**src/verilog/cfv_pkg.sv**
```systemverilog
// package: register map, field layout and encodings of the charger fault / input limit slice
package cfv_pkg;

    // -------------------------------------------------------------------------
    // register offsets
    // -------------------------------------------------------------------------
    localparam logic [7:0] FAULT_STATUS_ADDR = 8'h0c;
    localparam logic [7:0] VIN_LIMIT_ADDR = 8'h0d;
    localparam logic [7:0] THERM_BATTERY_VOLTAGE_CODE_ADDR = 8'h0e;

    // -------------------------------------------------------------------------
    // field positions
    // -------------------------------------------------------------------------
    localparam int WATCHDOG_BIT = 7;
    localparam int BOOST_FAULT_BIT = 6;
    localparam int CHARGE_FAULT_LSB = 4;
    localparam int BATTERY_OV_BIT = 3;
    localparam int THERMISTOR_LSB = 0;
    localparam int ABS_SELECT_BIT = 7;
    localparam int THERMAL_REG_BIT = 7;

    // -------------------------------------------------------------------------
    // reset values and limits
    // -------------------------------------------------------------------------
    localparam logic [6:0] VIN_LIMIT_RESET = 7'h12;
    localparam logic [6:0] VIN_LIMIT_MIN = 7'h0d;
    localparam logic VIN_ABS_RESET = 1'b0;
    localparam logic [6:0] BATTERY_VOLTAGE_CODE_RESET = 7'h00;

    // scale: limit = 2600 mV + 100 mV per step; battery = 2304 mV + 20 mV per step
    localparam int VIN_OFFSET_MV = 2600;
    localparam int VIN_STEP_MV = 100;
    localparam int BATTERY_VOLTAGE_CODE_OFFSET_MV = 2304;
    localparam int BATTERY_VOLTAGE_CODE_STEP_MV = 20;

    // -------------------------------------------------------------------------
    // encodings
    // -------------------------------------------------------------------------
    typedef enum logic [1:0] {
        CHG_NORMAL = 2'b00,
        CHG_INPUT = 2'b01,
        CHG_THERMAL = 2'b10,
        CHG_TIMER = 2'b11
    } cfv_charge_fault_t;

    localparam logic [2:0] NTC_NORMAL = 3'b000;
    localparam logic [2:0] NTC_BUCK_COLD = 3'b001;
    localparam logic [2:0] NTC_BUCK_HOT = 3'b010;
    localparam logic [2:0] NTC_BOOST_COLD = 3'b101;
    localparam logic [2:0] NTC_BOOST_HOT = 3'b110;

    // raw conditions from the analog side
    typedef struct packed {
        logic watchdog_expired;
        logic boost_overload;
        logic boost_overvoltage;
        logic boost_battery_low;
        logic input_overvoltage;
        logic input_undervoltage;
        logic thermal_shutdown;
        logic safety_timer_expired;
        logic battery_overvoltage;
        logic boost_mode;
        logic thermistor_cold;
        logic thermistor_hot;
        logic thermal_regulation;
    } cfv_cond_t;

    // host register port
    typedef struct packed {
        logic wr_en;
        logic rd_en;
        logic [7:0] addr;
        logic [7:0] wdata;
    } cfv_req_t;

endpackage : cfv_pkg

```
**src/verilog/cfv_regs.sv**
```systemverilog
// register bank: fault status, input voltage limit control, thermal flag and battery voltage
`timescale 1ns/1ns
module cfv_regs (
    input wire logic clk_i,
    input wire logic rst_i,
    input wire cfv_pkg::cfv_req_t req_i,
    input wire cfv_pkg::cfv_cond_t cond_i,
    input wire logic [6:0] relative_limit_code_i,
    input wire logic relative_limit_update_i,
    input wire logic [6:0] battery_voltage_code_i,
    input wire logic battery_voltage_valid_i,
    output logic [7:0] rdata_o,
    output logic rvalid_o,
    output logic [6:0] input_voltage_limit_code_o,
    output logic input_limit_absolute_select_o
);
    // -------------------------------------------------------------------------
    // input synchronisation
    // -------------------------------------------------------------------------
    cfv_pkg::cfv_cond_t cond_s;

    cfv_sync #(
        .WIDTH($bits(cfv_pkg::cfv_cond_t))
    ) u_sync (
        .clk_i(clk_i),
        .rst_i(rst_i),
        .d_i(cond_i),
        .q_o(cond_s)
    );

    // -------------------------------------------------------------------------
    // status encoding
    // -------------------------------------------------------------------------
    cfv_pkg::cfv_charge_fault_t charge_fault_code;
    logic [2:0] thermistor_fault_code;

    wire logic boost_fault_w = cond_s.boost_overload | cond_s.boost_overvoltage
        | cond_s.boost_battery_low;
    wire logic input_fault_w = cond_s.input_overvoltage | cond_s.input_undervoltage;

    // input fault outranks thermal, which outranks the timer
    assign charge_fault_code = input_fault_w ? cfv_pkg::CHG_INPUT :
        cond_s.thermal_shutdown ? cfv_pkg::CHG_THERMAL :
        cond_s.safety_timer_expired ? cfv_pkg::CHG_TIMER : cfv_pkg::CHG_NORMAL;

    // cold wins when both sense lines disagree with reality
    wire logic [2:0] buck_ntc_w = cond_s.thermistor_cold ? cfv_pkg::NTC_BUCK_COLD :
        cond_s.thermistor_hot ? cfv_pkg::NTC_BUCK_HOT : cfv_pkg::NTC_NORMAL;
    wire logic [2:0] boost_ntc_w = cond_s.thermistor_cold ? cfv_pkg::NTC_BOOST_COLD :
        cond_s.thermistor_hot ? cfv_pkg::NTC_BOOST_HOT : cfv_pkg::NTC_NORMAL;
    assign thermistor_fault_code = cond_s.boost_mode ? boost_ntc_w : buck_ntc_w;

    wire logic [7:0] fault_status_w = {
        cond_s.watchdog_expired,
        boost_fault_w,
        charge_fault_code,
        cond_s.battery_overvoltage,
        thermistor_fault_code
    };

    // -------------------------------------------------------------------------
    // input voltage limit control
    // -------------------------------------------------------------------------
    logic abs_select_reg;
    logic abs_select_next;
    logic [6:0] limit_code_reg;
    logic [6:0] limit_code_next;
    logic [6:0] battery_voltage_reg;
    logic [6:0] battery_voltage_next;

    wire logic wr_limit_w = req_i.wr_en & (req_i.addr == cfv_pkg::VIN_LIMIT_ADDR);
    wire logic [6:0] host_code_w = req_i.wdata[6:0];
    wire logic [6:0] rel_code_w = relative_limit_code_i;
    wire logic [6:0] host_clamped_w = (host_code_w < cfv_pkg::VIN_LIMIT_MIN) ?
        cfv_pkg::VIN_LIMIT_MIN : host_code_w;
    wire logic [6:0] rel_clamped_w = (rel_code_w < cfv_pkg::VIN_LIMIT_MIN) ?
        cfv_pkg::VIN_LIMIT_MIN : rel_code_w;

    // the select bit is always writable; the code follows the mode in force before the write
    assign abs_select_next = wr_limit_w ? req_i.wdata[cfv_pkg::ABS_SELECT_BIT] :
        abs_select_reg;
    assign limit_code_next = (abs_select_reg && wr_limit_w) ? host_clamped_w :
        (!abs_select_reg && relative_limit_update_i) ? rel_clamped_w :
        limit_code_reg;
    assign battery_voltage_next = battery_voltage_valid_i ? battery_voltage_code_i :
        battery_voltage_reg;

    always_ff @(posedge clk_i or posedge rst_i) begin
        if (rst_i) begin
            abs_select_reg <= cfv_pkg::VIN_ABS_RESET;
            limit_code_reg <= cfv_pkg::VIN_LIMIT_RESET;
            battery_voltage_reg <= cfv_pkg::BATTERY_VOLTAGE_CODE_RESET;
        end else begin
            abs_select_reg <= abs_select_next;
            limit_code_reg <= limit_code_next;
            battery_voltage_reg <= battery_voltage_next;
        end
    end

    // -------------------------------------------------------------------------
    // read path
    // -------------------------------------------------------------------------
    logic [7:0] rdata_reg;
    logic [7:0] rdata_next;
    logic rvalid_reg;

    wire logic [7:0] limit_read_w = {abs_select_reg, limit_code_reg};
    wire logic [7:0] therm_battery_voltage_code_w = {cond_s.thermal_regulation, battery_voltage_reg};

    // unmapped addresses read as zero
    assign rdata_next = !req_i.rd_en ? rdata_reg :
        (req_i.addr == cfv_pkg::FAULT_STATUS_ADDR) ? fault_status_w :
        (req_i.addr == cfv_pkg::VIN_LIMIT_ADDR) ? limit_read_w :
        (req_i.addr == cfv_pkg::THERM_BATTERY_VOLTAGE_CODE_ADDR) ? therm_battery_voltage_code_w : 8'h00;

    always_ff @(posedge clk_i or posedge rst_i) begin
        if (rst_i) begin
            rdata_reg <= 8'h00;
            rvalid_reg <= 1'b0;
        end else begin
            rdata_reg <= rdata_next;
            rvalid_reg <= req_i.rd_en;
        end
    end

    assign rdata_o = rdata_reg;
    assign rvalid_o = rvalid_reg;
    assign input_voltage_limit_code_o = limit_code_reg;
    assign input_limit_absolute_select_o = abs_select_reg;

    // -------------------------------------------------------------------------
    // checks
    // -------------------------------------------------------------------------
    property p_watchdog;
        @(posedge clk_i) disable iff (rst_i)
        req_i.rd_en && req_i.addr == cfv_pkg::FAULT_STATUS_ADDR
        |=> rdata_o[cfv_pkg::WATCHDOG_BIT] == $past(cond_s.watchdog_expired);
    endproperty
    a_watchdog: assert property (p_watchdog) else $error("watchdog bit wrong");

    property p_boost;
        @(posedge clk_i) disable iff (rst_i)
        req_i.rd_en && req_i.addr == cfv_pkg::FAULT_STATUS_ADDR
        |=> rdata_o[cfv_pkg::BOOST_FAULT_BIT] == $past(boost_fault_w);
    endproperty
    a_boost: assert property (p_boost) else $error("boost fault bit wrong");

    property p_charge;
        @(posedge clk_i) disable iff (rst_i)
        input_fault_w |-> charge_fault_code == cfv_pkg::CHG_INPUT;
    endproperty
    a_charge: assert property (p_charge) else $error("input fault not reported");

    property p_batov;
        @(posedge clk_i) disable iff (rst_i)
        req_i.rd_en && req_i.addr == cfv_pkg::FAULT_STATUS_ADDR
        |=> rdata_o[cfv_pkg::BATTERY_OV_BIT] == $past(cond_s.battery_overvoltage);
    endproperty
    a_batov: assert property (p_batov) else $error("battery fault bit wrong");

    property p_ntc_buck;
        @(posedge clk_i) disable iff (rst_i)
        !cond_s.boost_mode && cond_s.thermistor_cold
        |-> thermistor_fault_code == cfv_pkg::NTC_BUCK_COLD;
    endproperty
    a_ntc_buck: assert property (p_ntc_buck) else $error("buck cold code wrong");

    property p_ntc_boost;
        @(posedge clk_i) disable iff (rst_i)
        cond_s.boost_mode && !cond_s.thermistor_cold && cond_s.thermistor_hot
        |-> thermistor_fault_code == cfv_pkg::NTC_BOOST_HOT;
    endproperty
    a_ntc_boost: assert property (p_ntc_boost) else $error("boost hot code wrong");

    property p_select;
        @(posedge clk_i) disable iff (rst_i)
        wr_limit_w |=> input_limit_absolute_select_o == $past(req_i.wdata[7]);
    endproperty
    a_select: assert property (p_select) else $error("select bit not stored");

    property p_clamp;
        @(posedge clk_i) disable iff (rst_i)
        input_voltage_limit_code_o >= cfv_pkg::VIN_LIMIT_MIN;
    endproperty
    a_clamp: assert property (p_clamp) else $error("limit code below minimum");

    property p_ignore;
        @(posedge clk_i) disable iff (rst_i)
        !abs_select_reg && !relative_limit_update_i |=> $stable(limit_code_reg);
    endproperty
    a_ignore: assert property (p_ignore) else $error("relative mode code moved");

    property p_therm;
        @(posedge clk_i) disable iff (rst_i)
        req_i.rd_en && req_i.addr == cfv_pkg::THERM_BATTERY_VOLTAGE_CODE_ADDR
        |=> rdata_o == {$past(cond_s.thermal_regulation), $past(battery_voltage_reg)};
    endproperty
    a_therm: assert property (p_therm) else $error("thermal or battery read wrong");

    c_abs_write: cover property (@(posedge clk_i) disable iff (rst_i)
        abs_select_reg && wr_limit_w);
    c_rel_update: cover property (@(posedge clk_i) disable iff (rst_i)
        !abs_select_reg && relative_limit_update_i);
    c_boost_cold: cover property (@(posedge clk_i) disable iff (rst_i)
        thermistor_fault_code == cfv_pkg::NTC_BOOST_COLD);
endmodule : cfv_regs

```
**src/verilog/cfv_sync.sv**
```systemverilog
// three-stage synchroniser for pin-level inputs; change taken when stages two and three agree
`timescale 1ns/1ns
module cfv_sync #(
    parameter int WIDTH = 1
) (
    input wire logic clk_i,
    input wire logic rst_i,
    input wire logic [WIDTH-1:0] d_i,
    output logic [WIDTH-1:0] q_o
);
    logic [WIDTH-1:0] s1_reg;
    logic [WIDTH-1:0] s2_reg;
    logic [WIDTH-1:0] s3_reg;
    logic [WIDTH-1:0] q_reg;
    wire logic [WIDTH-1:0] agree_w = ~(s2_reg ^ s3_reg);
    wire logic [WIDTH-1:0] q_next = (agree_w & s3_reg) | (~agree_w & q_reg);

    if (WIDTH < 1) begin : g_chk
        $error("cfv_sync: WIDTH must be at least 1");
    end

    always_ff @(posedge clk_i or posedge rst_i) begin
        if (rst_i) begin
            s1_reg <= '0;
            s2_reg <= '0;
            s3_reg <= '0;
            q_reg <= '0;
        end else begin
            s1_reg <= d_i;
            s2_reg <= s1_reg;
            s3_reg <= s2_reg;
            q_reg <= q_next;
        end
    end

    assign q_o = q_reg;
endmodule : cfv_sync

```
**config.mk**
```make
export PLATFORM = sky130hd
export DESIGN_NAME = cfv_regs
export DESIGN_NICKNAME = d
export VERILOG_FILES = /design/src/verilog/cfv_pkg.sv /design/src/verilog/cfv_regs.sv /design/src/verilog/cfv_sync.sv
export SDC_FILE = /design/constraint.sdc
export NUM_CORES = 1
export LEC_CHECK = 0
export BUFFER_PORTS_ARGS = -buffer_cell sky130_fd_sc_hd__clkbuf_2
export CAP_MARGIN = 20
export CORE_ASPECT_RATIO = 0.75
export CORE_MARGIN = 2
export CORE_UTILIZATION = 45
export CTS_BUF_LIST = sky130_fd_sc_hd__clkbuf_4 sky130_fd_sc_hd__clkbuf_8
export DETAILED_ROUTE_END_ITERATION = 10
export GPL_ROUTABILITY_DRIVEN = 0
export PLACE_DENSITY_LB_ADDON = 0.12
export RECOVER_POWER = 25
export SYNTH_ARGS = -nofsm -noshare
export SYNTH_HDL_FRONTEND = slang
export SYNTH_SLANG_ARGS = --single-unit
```
**constraint.sdc**
```tcl
create_clock -name clk_i -period 2.11 [get_ports clk_i]
set_input_delay 0.211 -clock clk_i [delete_from_list [all_inputs] [get_ports clk_i]]
set_output_delay 0.211 -clock clk_i [all_outputs]
set_load 0.1 [all_outputs]
```
==> flow_summary_export.csv, run 1 <==
group,metric,value,unit
yosys,seq_area_frac_synth,70.6,%
global_routing,grt_use_met1,23.5,%
timing,setup_slack,0.561,ns
yosys,synth_edf_count,0,
worst_setup_path,arrival,1.34,ns
placement,port_buffers,65,
yosys,synthArstFlopShare,100,%
clock_tree,cts_htree_levels,3,
timing,tns,0,ns
timing,relSlewSlack,58.7,%
route,vias,1799,
yosys,synth_nets,245,
worst_setup_path,cp_top_family,"flip-flops",
floorplan,core_region_area,5800,µm²
placement,dp_hpwl,3600,µm
timing,drv_slew,0,
timing,fmax,645,MHz
route,antenna_left,0,
finish,diodes,0,
global_routing,grt_overflow,0,
clock_tree,cts_buffers,9,
route,wl_per_cell,14.1,µm
worst_setup_path,crit_start,"input_voltage_limit_code_o[1]",
worst_setup_path,cp_num_buf_inv,1,
global_routing,grt_pass1_vias,1814,
placement,dpl_worst_slack,0.412,ns
clock_tree,root_buffer,"clkbuf_8",
yosys,ys_ff_latch,76,
route,drt-vias-per-instance,4.93,
clock_tree,cts_tree,"built",
timing,worst_slew_pin_slew,0.619,ns
floorplan,initial_utilization,46.5,%
route,drtPass1Iterations,4,
pwr,p_per_area,911,nW/µm²
global_routing,grt.busiest_layer,"met2",
hold_path,whs_path_depth,3,
worst_setup_path,worstSetupPathType,"reg -> out",
finish,drive_above_1_share,32.8,%
floorplan,fp.dieW,93.4,µm
worst_setup_path,cp_max_fo,3,
floorplan,die_y,71.1,µm
hold_path,hold_path.class,"in -> reg",
timing,finalHoldViolations,0,
clock_tree,clock_path_buffers,2,
hold_path,min-delay-start,"battery_voltage_code_i[4]",
yosys,syn_area_per_cell,13.8,µm²
timing,min_period,1.55,ns
worst_setup_path,cpPeakStageDelay,0.55,ns
floorplan,std_cell_rows,24,
global_routing,grtUsageMet3,7.35,%
clock_tree,clkTransAtPathRegs,0.07,ns
yosys,ys.warnings.count,0,
floorplan,dieArea,6640,µm²
global_routing,grt_pass1_wl,8520,µm
global_routing,grt.met2_usage,24.9,%
worst_setup_path,reg2reg_from,"input_limit_absolute_select_o",
timing,grt_setup_unrepaired,"false",
global_routing,grt_max_degree,77,
yosys,ys.flop_type,"dfrtp_1",
clock_tree,cts-hold-fix-buffers,14,
finish,final_nets,331,
finish,final_cell_mix,"74 x dfrtp_1, 64 x clkbuf_2, 14 x dlygate4sd3_1",
clock_tree,clkLatencyLatePin,0.34,ns
run_status,status,"completed",
timing,setup_violations,0,
worst_setup_path,ff2ff_path_depth,3,
worst_setup_path,path_depth,1,
worst_setup_path,startpoint_type,"register",
worst_setup_path,cp_slowest_cell,"dfstp_2",
floorplan,ios,66,
worst_setup_path,crit_chain,"clkbuf_2",
yosys,syn-instance-count,196,
pwr,max-vdd-ir-drop,0.000543,V
global_routing,antenna_found_initial,0,
job,max-cap-violations,0,
finish,layout_commonest_cell,"dfrtp_1",
clock_tree,post_cts_resized,0,
worst_setup_path,end_kind,"primary output",
route,drc_errors,0,
timing,period_share,73.4,%
clock_tree,cts_num_sinks,76,
worst_setup_path,worst_ep_required_time,1.90,ns
clock_tree,post-cts-setup-buffers,0,
global_routing,grtUsageTotal,17.2,%
route,wl,5150,µm
timing,fin_skew,0.00533,ns
yosys,synth_area,2700,µm²
yosys,synth_cell_types,35,
pwr,p_leak,1.60,nW
route,drt_iter0_drc,94,
pwr,power,3.18,mW
finish,syn_to_final_growth,29.4,%
-- final timing paths --
kind / endpoint / slack, ns
max in group asynchronous: input_voltage_limit_code_o[4] / 1.28
min: battery_voltage_reg[4] / 0.1
min reg2reg: u_sync.s2_reg[11] / 0.35
min in group asynchronous: u_sync.s2_reg[2] / 0.51
max reg2reg: input_voltage_limit_code_o[0] / 0.74
max: input_voltage_limit_code_o[1] / 0.56
-- cells in the mapped netlist, types with 2 or more instances --
cell,count,area share (%)
nand3_1,3,0.56
a22oi_1,4,1.1
mux2i_1,3,1.1
inv_1,9,1.3
mux2_2,6,2.5
buf_2,2,0.37
a21oi_1,11,2.0
dfrtp_1,74,69
a32oi_1,2,0.65
nor2b_1,3,0.70
nor4_1,2,0.46
o32ai_1,4,1.3
nand2b_1,6,1.4
clkbuf_1,3,0.42
nand2_1,10,1.4
maj3_1,13,4.8
nor2_1,10,1.4
o21ai_0,7,1.3
a31oi_1,4,0.93
dfstp_2,2,1.9
nand3b_1,2,0.56
nor3_1,3,0.56
-- per-stage QoR --
stage	utilization, %	cell area (µm²)	hold slack (ns)	instances
floorplan	-	2700	0.242	196
CTS	60.2	3490	0.0769	365
global placement	54.0	3130	0.319	335
global route	60.2	3490	0.0817	365
detailed placement	54.0	3130	0.321	335
finish	60.2	3490	0.0974	365
-- metal layers --
metal  routed length [µm]  vias to the layer above
li1                     -                      873
met1                 2470                      868
met2                 2270                       50
met3                  318                        8
met4                   89                        0
met5                    0                        -
-- cells by family (layout without fill, tap and decap cells) --
group                      count (synthesis)  count (layout)  share of synthesized area, %
AOI/OAI and AO/OA                         37              37                          8.72
adders and majority gates                 13              13                          4.82
buffers and inverters                     15             106                          2.18
DFF                                       76              76                          70.6
muxes                                     10              10                          4.17
and+or+nand+nor                           45              45                          9.51
-- layout make-up --
type | instances | area, µm²
clock buffer | 11 | 139
clock inverter | 5 | 85.1
multi-input combinational | 105 | 734
fill | 488 | 2310
tap | 78 | 97.6
timing repair buffer | 81 | 492
sequential | 76 | 1900
inverter | 9 | 37.5
-- worst min-delay path: stages --
cell and delay [ns]:
clkbuf_2 0.07, nand2_1 0.04, o21ai_0 0.07
-- power breakdown --
group / internal [mW] / switching, mW / total [mW]
clock network: 0.699 / 0.510 / 1.21
logic: 0.123 / 0.241 / 0.364
registers: 1.55 / 0.0552 / 1.61
total: 2.37 / 0.806 / 3.18
Power figures use the tool's default switching activity.
==> run 2: changes to the inputs <==
==> constraint.sdc (replaced) <==
create_clock -name clk_i -period 1.4 [get_ports clk_i]
set_input_delay 0.14 -clock clk_i [delete_from_list [all_inputs] [get_ports clk_i]]
set_output_delay 0.14 -clock clk_i [all_outputs]
set_load 0.1 [all_outputs]
==> run 2 against run 1 <==
Against the previous run:
- final area grew 2.3%
- utilization grew 1.4 points
- worst setup slack lost 0.50 ns
- critical path type unchanged
- register-to-register slack lost 0.61 ns
- combinational power grew 58%
- global-route usage is essentially flat
==> flow_summary_export.csv, run 2 (synthesis results as in run 1) <==
group,metric,value,unit
hold_path,whs_path_depth,3,
global_routing,grt_pass1_vias,1774,
pwr,p_leak,1.63,nW
worst_setup_path,cpPeakStageDelay,0.47,ns
finish,final_nets,338,
placement,port_buffers,65,
route,antenna_left,0,
floorplan,ios,66,
worst_setup_path,cp_slowest_cell,"clkbuf_2",
timing,relSlewSlack,62.4,%
route,vias,1800,
timing,min_period,1.34,ns
floorplan,core_region_area,5800,µm²
timing,tns,0,ns
hold_path,holdPathEnd,"input_voltage_limit_code_o[4]",
pwr,max-vdd-ir-drop,0.000839,V
hold_path,min-delay-start,"req_i[4]",
timing,worst_slew_pin_slew,0.564,ns
timing,fmax,746,MHz
worst_setup_path,crit_chain,"clkbuf_2",
worst_setup_path,cp_top_family,"buffers and inverters",
route,drtPass1Iterations,4,
clock_tree,root_buffer,"clkbuf_8",
timing,fin_skew,0.00796,ns
timing,finalHoldViolations,0,
floorplan,initial_utilization,46.5,%
finish,fin_util,61.6,%
finish,fin_cells,372,
hold_path,hold_path.class,"in -> reg",
route,wl,5220,µm
route,drt-vias-per-instance,4.84,
worst_setup_path,worst_ep_required_time,1.26,ns
global_routing,antenna_found_initial,0,
finish,diodes,0,
worst_setup_path,ff2ff_path_depth,4,
clock_tree,cts_buffers,9,
clock_tree,clkTransAtPathRegs,0.08,ns
floorplan,die_y,71.1,µm
worst_setup_path,startpoint_type,"register",
route,drc_errors,0,
global_routing,grt_overflow,0,
worst_setup_path,cp_max_fo,3,
timing,setup_violations,0,
placement,dp_cells,342,
floorplan,std_cell_rows,24,
worst_setup_path,cp_num_buf_inv,1,
clock_tree,cts_htree_levels,3,
job,max-cap-violations,0,
global_routing,grt_max_degree,77,
finish,layout_commonest_cell,"dfrtp_1",
worst_setup_path,r2r_end,"input_voltage_limit_code_o[5]",
route,drt_iter0_drc,80,
floorplan,dieArea,6640,µm²
run_status,status,"completed",
pwr,p_per_area,1310,nW/µm²
timing,grt_setup_unrepaired,"false",
global_routing,grt_pass1_wl,8550,µm
finish,drive_above_1_share,35.7,%
pwr,power,4.67,mW
timing,drv_slew,0,
placement,dp_hpwl,3680,µm
clock_tree,cts_num_sinks,76,
global_routing,grtUsageTotal,17.2,%
clock_tree,clock_path_buffers,2,
timing,period_share,95.7,%
worst_setup_path,arrival,1.20,ns
worst_setup_path,end_kind,"primary output",
worst_setup_path,r2r_slack,0.13,ns
clock_tree,clkLatencyLatePin,0.34,ns
route,wl_per_cell,14.0,µm
worst_setup_path,reg2reg_from,"input_limit_absolute_select_o",
timing,hold_slack,0.0316,ns
clock_tree,cts_tree,"built",
worst_setup_path,worstSetupPathType,"reg -> out",
finish,syn_to_final_growth,32.3,%
finish,final_cell_mix,"70 x dfrtp_1, 58 x clkbuf_2, 14 x dlygate4sd3_1",
floorplan,fp.dieW,93.4,µm
## run 2: cell types whose count changed in the layout (fill, tap and decap cells not counted), sizes merged
cell | previous run | this run
clkbuf | 76 | 70
buf | 2 | 15
bufinv | 2 | 1
clkinv | 1 | 2
## run 2: worst reg2reg max path: stages, from the launching register on
cell and delay, ns:
dfrtp_4 0.52, nor2b_1 0.13, buf_4 0.20, mux2i_1 0.23, a21oi_1 0.09
## run 2: routing by layer
layer / routed length [µm] / part of all wire (%) / up-vias / global-route usage (%)
li1: - / - / 878 / -
met3: 280 / 5.4 / 4 / 7.03
met5: 0 / 0 / - / 0
met4: 34 / 0.65 / 0 / 3.92
met2: 2390 / 46 / 46 / 26.0
met1: 2510 / 48 / 872 / 23.6
## run 2: area by class of cell
cell class              instances  area (µm²)
multi-input cells             105         734
clock inverters                 5        60.1
flip-flops and latches         76        1920
clock buffers                  11         145
inverters                       9        37.5
well taps                      78        97.6
repair buffers                 88         579
fillers                       465        2230
## run 2: what timing repair did
| item | 4_1_cts | 5_1_grt |
|---|---|---|
| setup endpoints to repair | 0 | 2 |
| buffers inserted | 0 | 0 |
| endpoints found under the hold margin | 87 | 0 |
| hold buffers | 14 | 0 |
| resized for setup | 0 | 2 |
## run 2: metrics by stage
stage          area [µm²]  setup slack (ns)
6_report             3570            0.0595
2_1_floorplan        2710           0.00985
3_5_place_dp         3230            0.0305
4_1_cts              3570            0.0204
3_3_place_gp         3230            0.0744
5_1_grt              3570           0.00797
## run 2: worst max path at each step
stage / from / slack (ns) / to / cells after the start
final: input_voltage_limit_code_o[5] / 0.06 / input_voltage_limit_code_o[5] / 1
after CTS: input_voltage_limit_code_o[6] / 0.02 / input_voltage_limit_code_o[6] / 1
after global routing: input_voltage_limit_code_o[5] / 0.008 / input_voltage_limit_code_o[5] / 1
after detailed placement: req_i[13] / 0.03 / rdata_o[6] / 5
after floorplan: input_limit_absolute_select_o / 0.01 / input_voltage_limit_code_o[5] / 4
after global placement: req_i[13] / 0.07 / rdata_o[7] / 5
## run 2: report_power, final
group	total (mW)	internal [mW]	switching (mW)
sequential	2.43	2.34	0.0868
clock	1.66	0.898	0.765
combinational	0.576	0.210	0.365
==> run 3: changes to the inputs <==
--- a/config.mk
+++ b/config.mk
@@ -7,9 +7,11 @@
 export LEC_CHECK = 0
 export BUFFER_PORTS_ARGS = -buffer_cell sky130_fd_sc_hd__clkbuf_2
 export CAP_MARGIN = 20
+export CELL_PAD_IN_SITES_DETAIL_PLACEMENT = 1
+export CELL_PAD_IN_SITES_GLOBAL_PLACEMENT = 1
 export CORE_ASPECT_RATIO = 0.75
 export CORE_MARGIN = 2
-export CORE_UTILIZATION = 45
+export CORE_UTILIZATION = 39
 export CTS_BUF_LIST = sky130_fd_sc_hd__clkbuf_4 sky130_fd_sc_hd__clkbuf_8
 export DETAILED_ROUTE_END_ITERATION = 10
 export GPL_ROUTABILITY_DRIVEN = 0
==> run 3 against run 2 <==
Against the previous run:
- fmax down 1.5%
- highest routed layer unchanged
- clock skew about the same
- non-clock buffer count up 5
- global-route usage up 0.78 points
- worst setup slack worse by 0.020 ns
- largest power group unchanged
- final area up 2.0%
- largest cell class unchanged
- first-iteration DRC count down 59%
==> flow_summary_export.csv, run 3 (synthesis results as in run 1) <==
group,metric,value,unit
floorplan,initial_utilization,39.9,%
pwr,power_frac_seq,51.0,%
global_routing,antenna_found_initial,0,
worst_setup_path,end_kind,"primary output",
clock_tree,clkTransAtPathRegs,0.08,ns
route,wl_met3,294,µm
clock_tree,clock_path_buffers,2,
timing,finalHoldViolations,0,
finish,layout_commonest_cell,"dfrtp_1",
global_routing,grtUsageTotal,18.0,%
floorplan,core_region_area,6770,µm²
worst_setup_path,cpPeakStageDelay,0.47,ns
timing,fmax,735,MHz
route,drt-vias-per-instance,4.92,
route,top_layer,"met4",
route,drc_errors,0,
timing,period_share,97.2,%
finish,syn_to_final_growth,35.0,%
timing,setup_violations,0,
placement,place_area,3270,µm²
timing,fin_skew,0.00836,ns
route,drtPass1Iterations,4,
worst_setup_path,worstSetupPathType,"reg -> out",
floorplan,ios,66,
timing,tns,0,ns
pwr,pwr-share-clk,36.3,%
worst_setup_path,cp_max_fo,3,
route,met2WireLength,2900,µm
clock_tree,cts_htree_levels,3,
timing,min_period,1.36,ns
worst_setup_path,startpoint_type,"register",
clock_tree,clkLatencyLatePin,0.35,ns
worst_setup_path,cp_num_buf_inv,1,
pwr,p_switching,1.35,mW
route,drt_iter0_drc,33,
worst_setup_path,crit_chain,"clkbuf_2",
clock_tree,root_buffer,"clkbuf_8",
placement,port_buffers,65,
finish,nFillCells,718,
worst_setup_path,worst_ep_required_time,1.26,ns
pwr,power_frac_comb,12.7,%
job,max-cap-violations,0,
global_routing,grt_overflow,0,
global_routing,grt_max_degree,27,
route,antenna_left,0,
hold_path,hold_path.class,"in -> reg",
worst_setup_path,cp_top_family,"buffers and inverters",
finish,final_cell_mix,"70 x dfrtp_1, 58 x clkbuf_2, 16 x dlygate4sd3_1",
floorplan,fp.dieW,100,µm
timing,worst_slew_pin_slew,0.666,ns
run_status,status,"completed",
pwr,p_int,3.42,mW
global_routing,grt_pass1_wl,10400,µm
floorplan,die_y,76.0,µm
route,wl_per_cell,16.2,µm
worst_setup_path,arrival,1.22,ns
finish,fin_cells,383,
placement,dp_cells,351,
finish,final_nets,343,
finish,fin_area,3640,µm²
pwr,max-vdd-ir-drop,0.000623,V
pwr,p_leak,1.66,nW
clock_tree,post-cts-setup-buffers,0,
floorplan,dieArea,7610,µm²
finish,drive_above_1_share,36.5,%
clock_tree,cts_num_sinks,76,
route,vias,1886,
floorplan,std_cell_rows,26,
route,drt-met1-wl,2900,µm
timing,grt_setup_unrepaired,"false",
finish,diodes,0,
route,wl,6190,µm
global_routing,grt_pass1_vias,2050,
clock_tree,cts_tree,"built",
timing,drv_slew,0,
pwr,sw_frac_of_total,28.3,%
worst_setup_path,cp_slowest_cell,"clkbuf_2",
timing,relSlewSlack,55.3,%
clock_tree,cts_buffers,9,
placement,dp_hpwl,4570,µm
pwr,p_per_area,1310,nW/µm²
==> run 3: cell types whose count changed in the layout (fill, tap and decap cells not counted), moves of 2 or more <==
cell	delta
buf_2	-2
buf_4	+2
dlygate4sd3_1	+2
inv_6	+2
==> run 3: final timing paths <==
check / start / to / slack (ns) / depth (start not counted)
worst max-delay path: input_voltage_limit_code_o[0] / input_voltage_limit_code_o[0] / 0.04 / 1
worst min-delay path: battery_voltage_code_i[4] / battery_voltage_reg[4] / 0.02 / 3
worst max register to register: input_limit_absolute_select_o / input_voltage_limit_code_o[2] / 0.17 / 5
worst min register to register: u_sync.s1_reg[2] / u_sync.s2_reg[2] / 0.35 / 0
max in group asynchronous: rst_i / input_voltage_limit_code_o[1] / 0.38 / 4
min in group asynchronous: rst_i / u_sync.s1_reg[8] / 0.37 / 3
==> run 3: routing by layer <==
metal  track usage (%)  vias to the layer above
li1                  -                      886
met1              24.4                      941
met2              27.4                       49
met3              5.78                       10
met4              6.16                        0
met5                 0                        -
==> run 3: per-stage QoR <==
step / worst slack [ns] / hold WS (ns) / utilization [%] / power, mW
global route: 0.0114 / 0.0171 / 53.8 / 4.97
finish: 0.0397 / 0.0204 / 53.8 / 4.77
detailed placement: 0.0754 / 0.118 / 48.3 / 3.05
CTS: 0.0275 / 0.00109 / 53.8 / 4.84
floorplan: 0.00985 / 0.171 / - / 2.82
global placement: 0.112 / 0.115 / 48.3 / 3.04
==> run 3: power groups by stage <==
stage / combinational (mW) / sequential (mW) / clock (mW)
6_report: 0.607 / 2.43 / 1.73
5_1_grt: 0.651 / 2.45 / 1.87
2_1_floorplan: 0.174 / 2.64 / 0
3_3_place_gp: 0.567 / 2.47 / 0
3_5_place_dp: 0.573 / 2.48 / 0
4_1_cts: 0.613 / 2.44 / 1.79
==> run 3: repair_timing <==
action / in CTS / in global routing
endpoints found under the hold margin: 44 / 0
resized for setup: 1 / 2
hold buffers: 16 / 0
endpoints found under the setup margin: 1 / 1
==> run 3: layout make-up <==
cell class,instances,area (µm²),area share [%]
clock buffers,9,124,3.40
clock inverters,7,82.6,2.27
inverters,9,35.0,0.962
multi-input cells,105,737,20.2
flip-flops and latches,76,1920,52.6
well taps,84,105,2.89
repair buffers,93,643,17.7
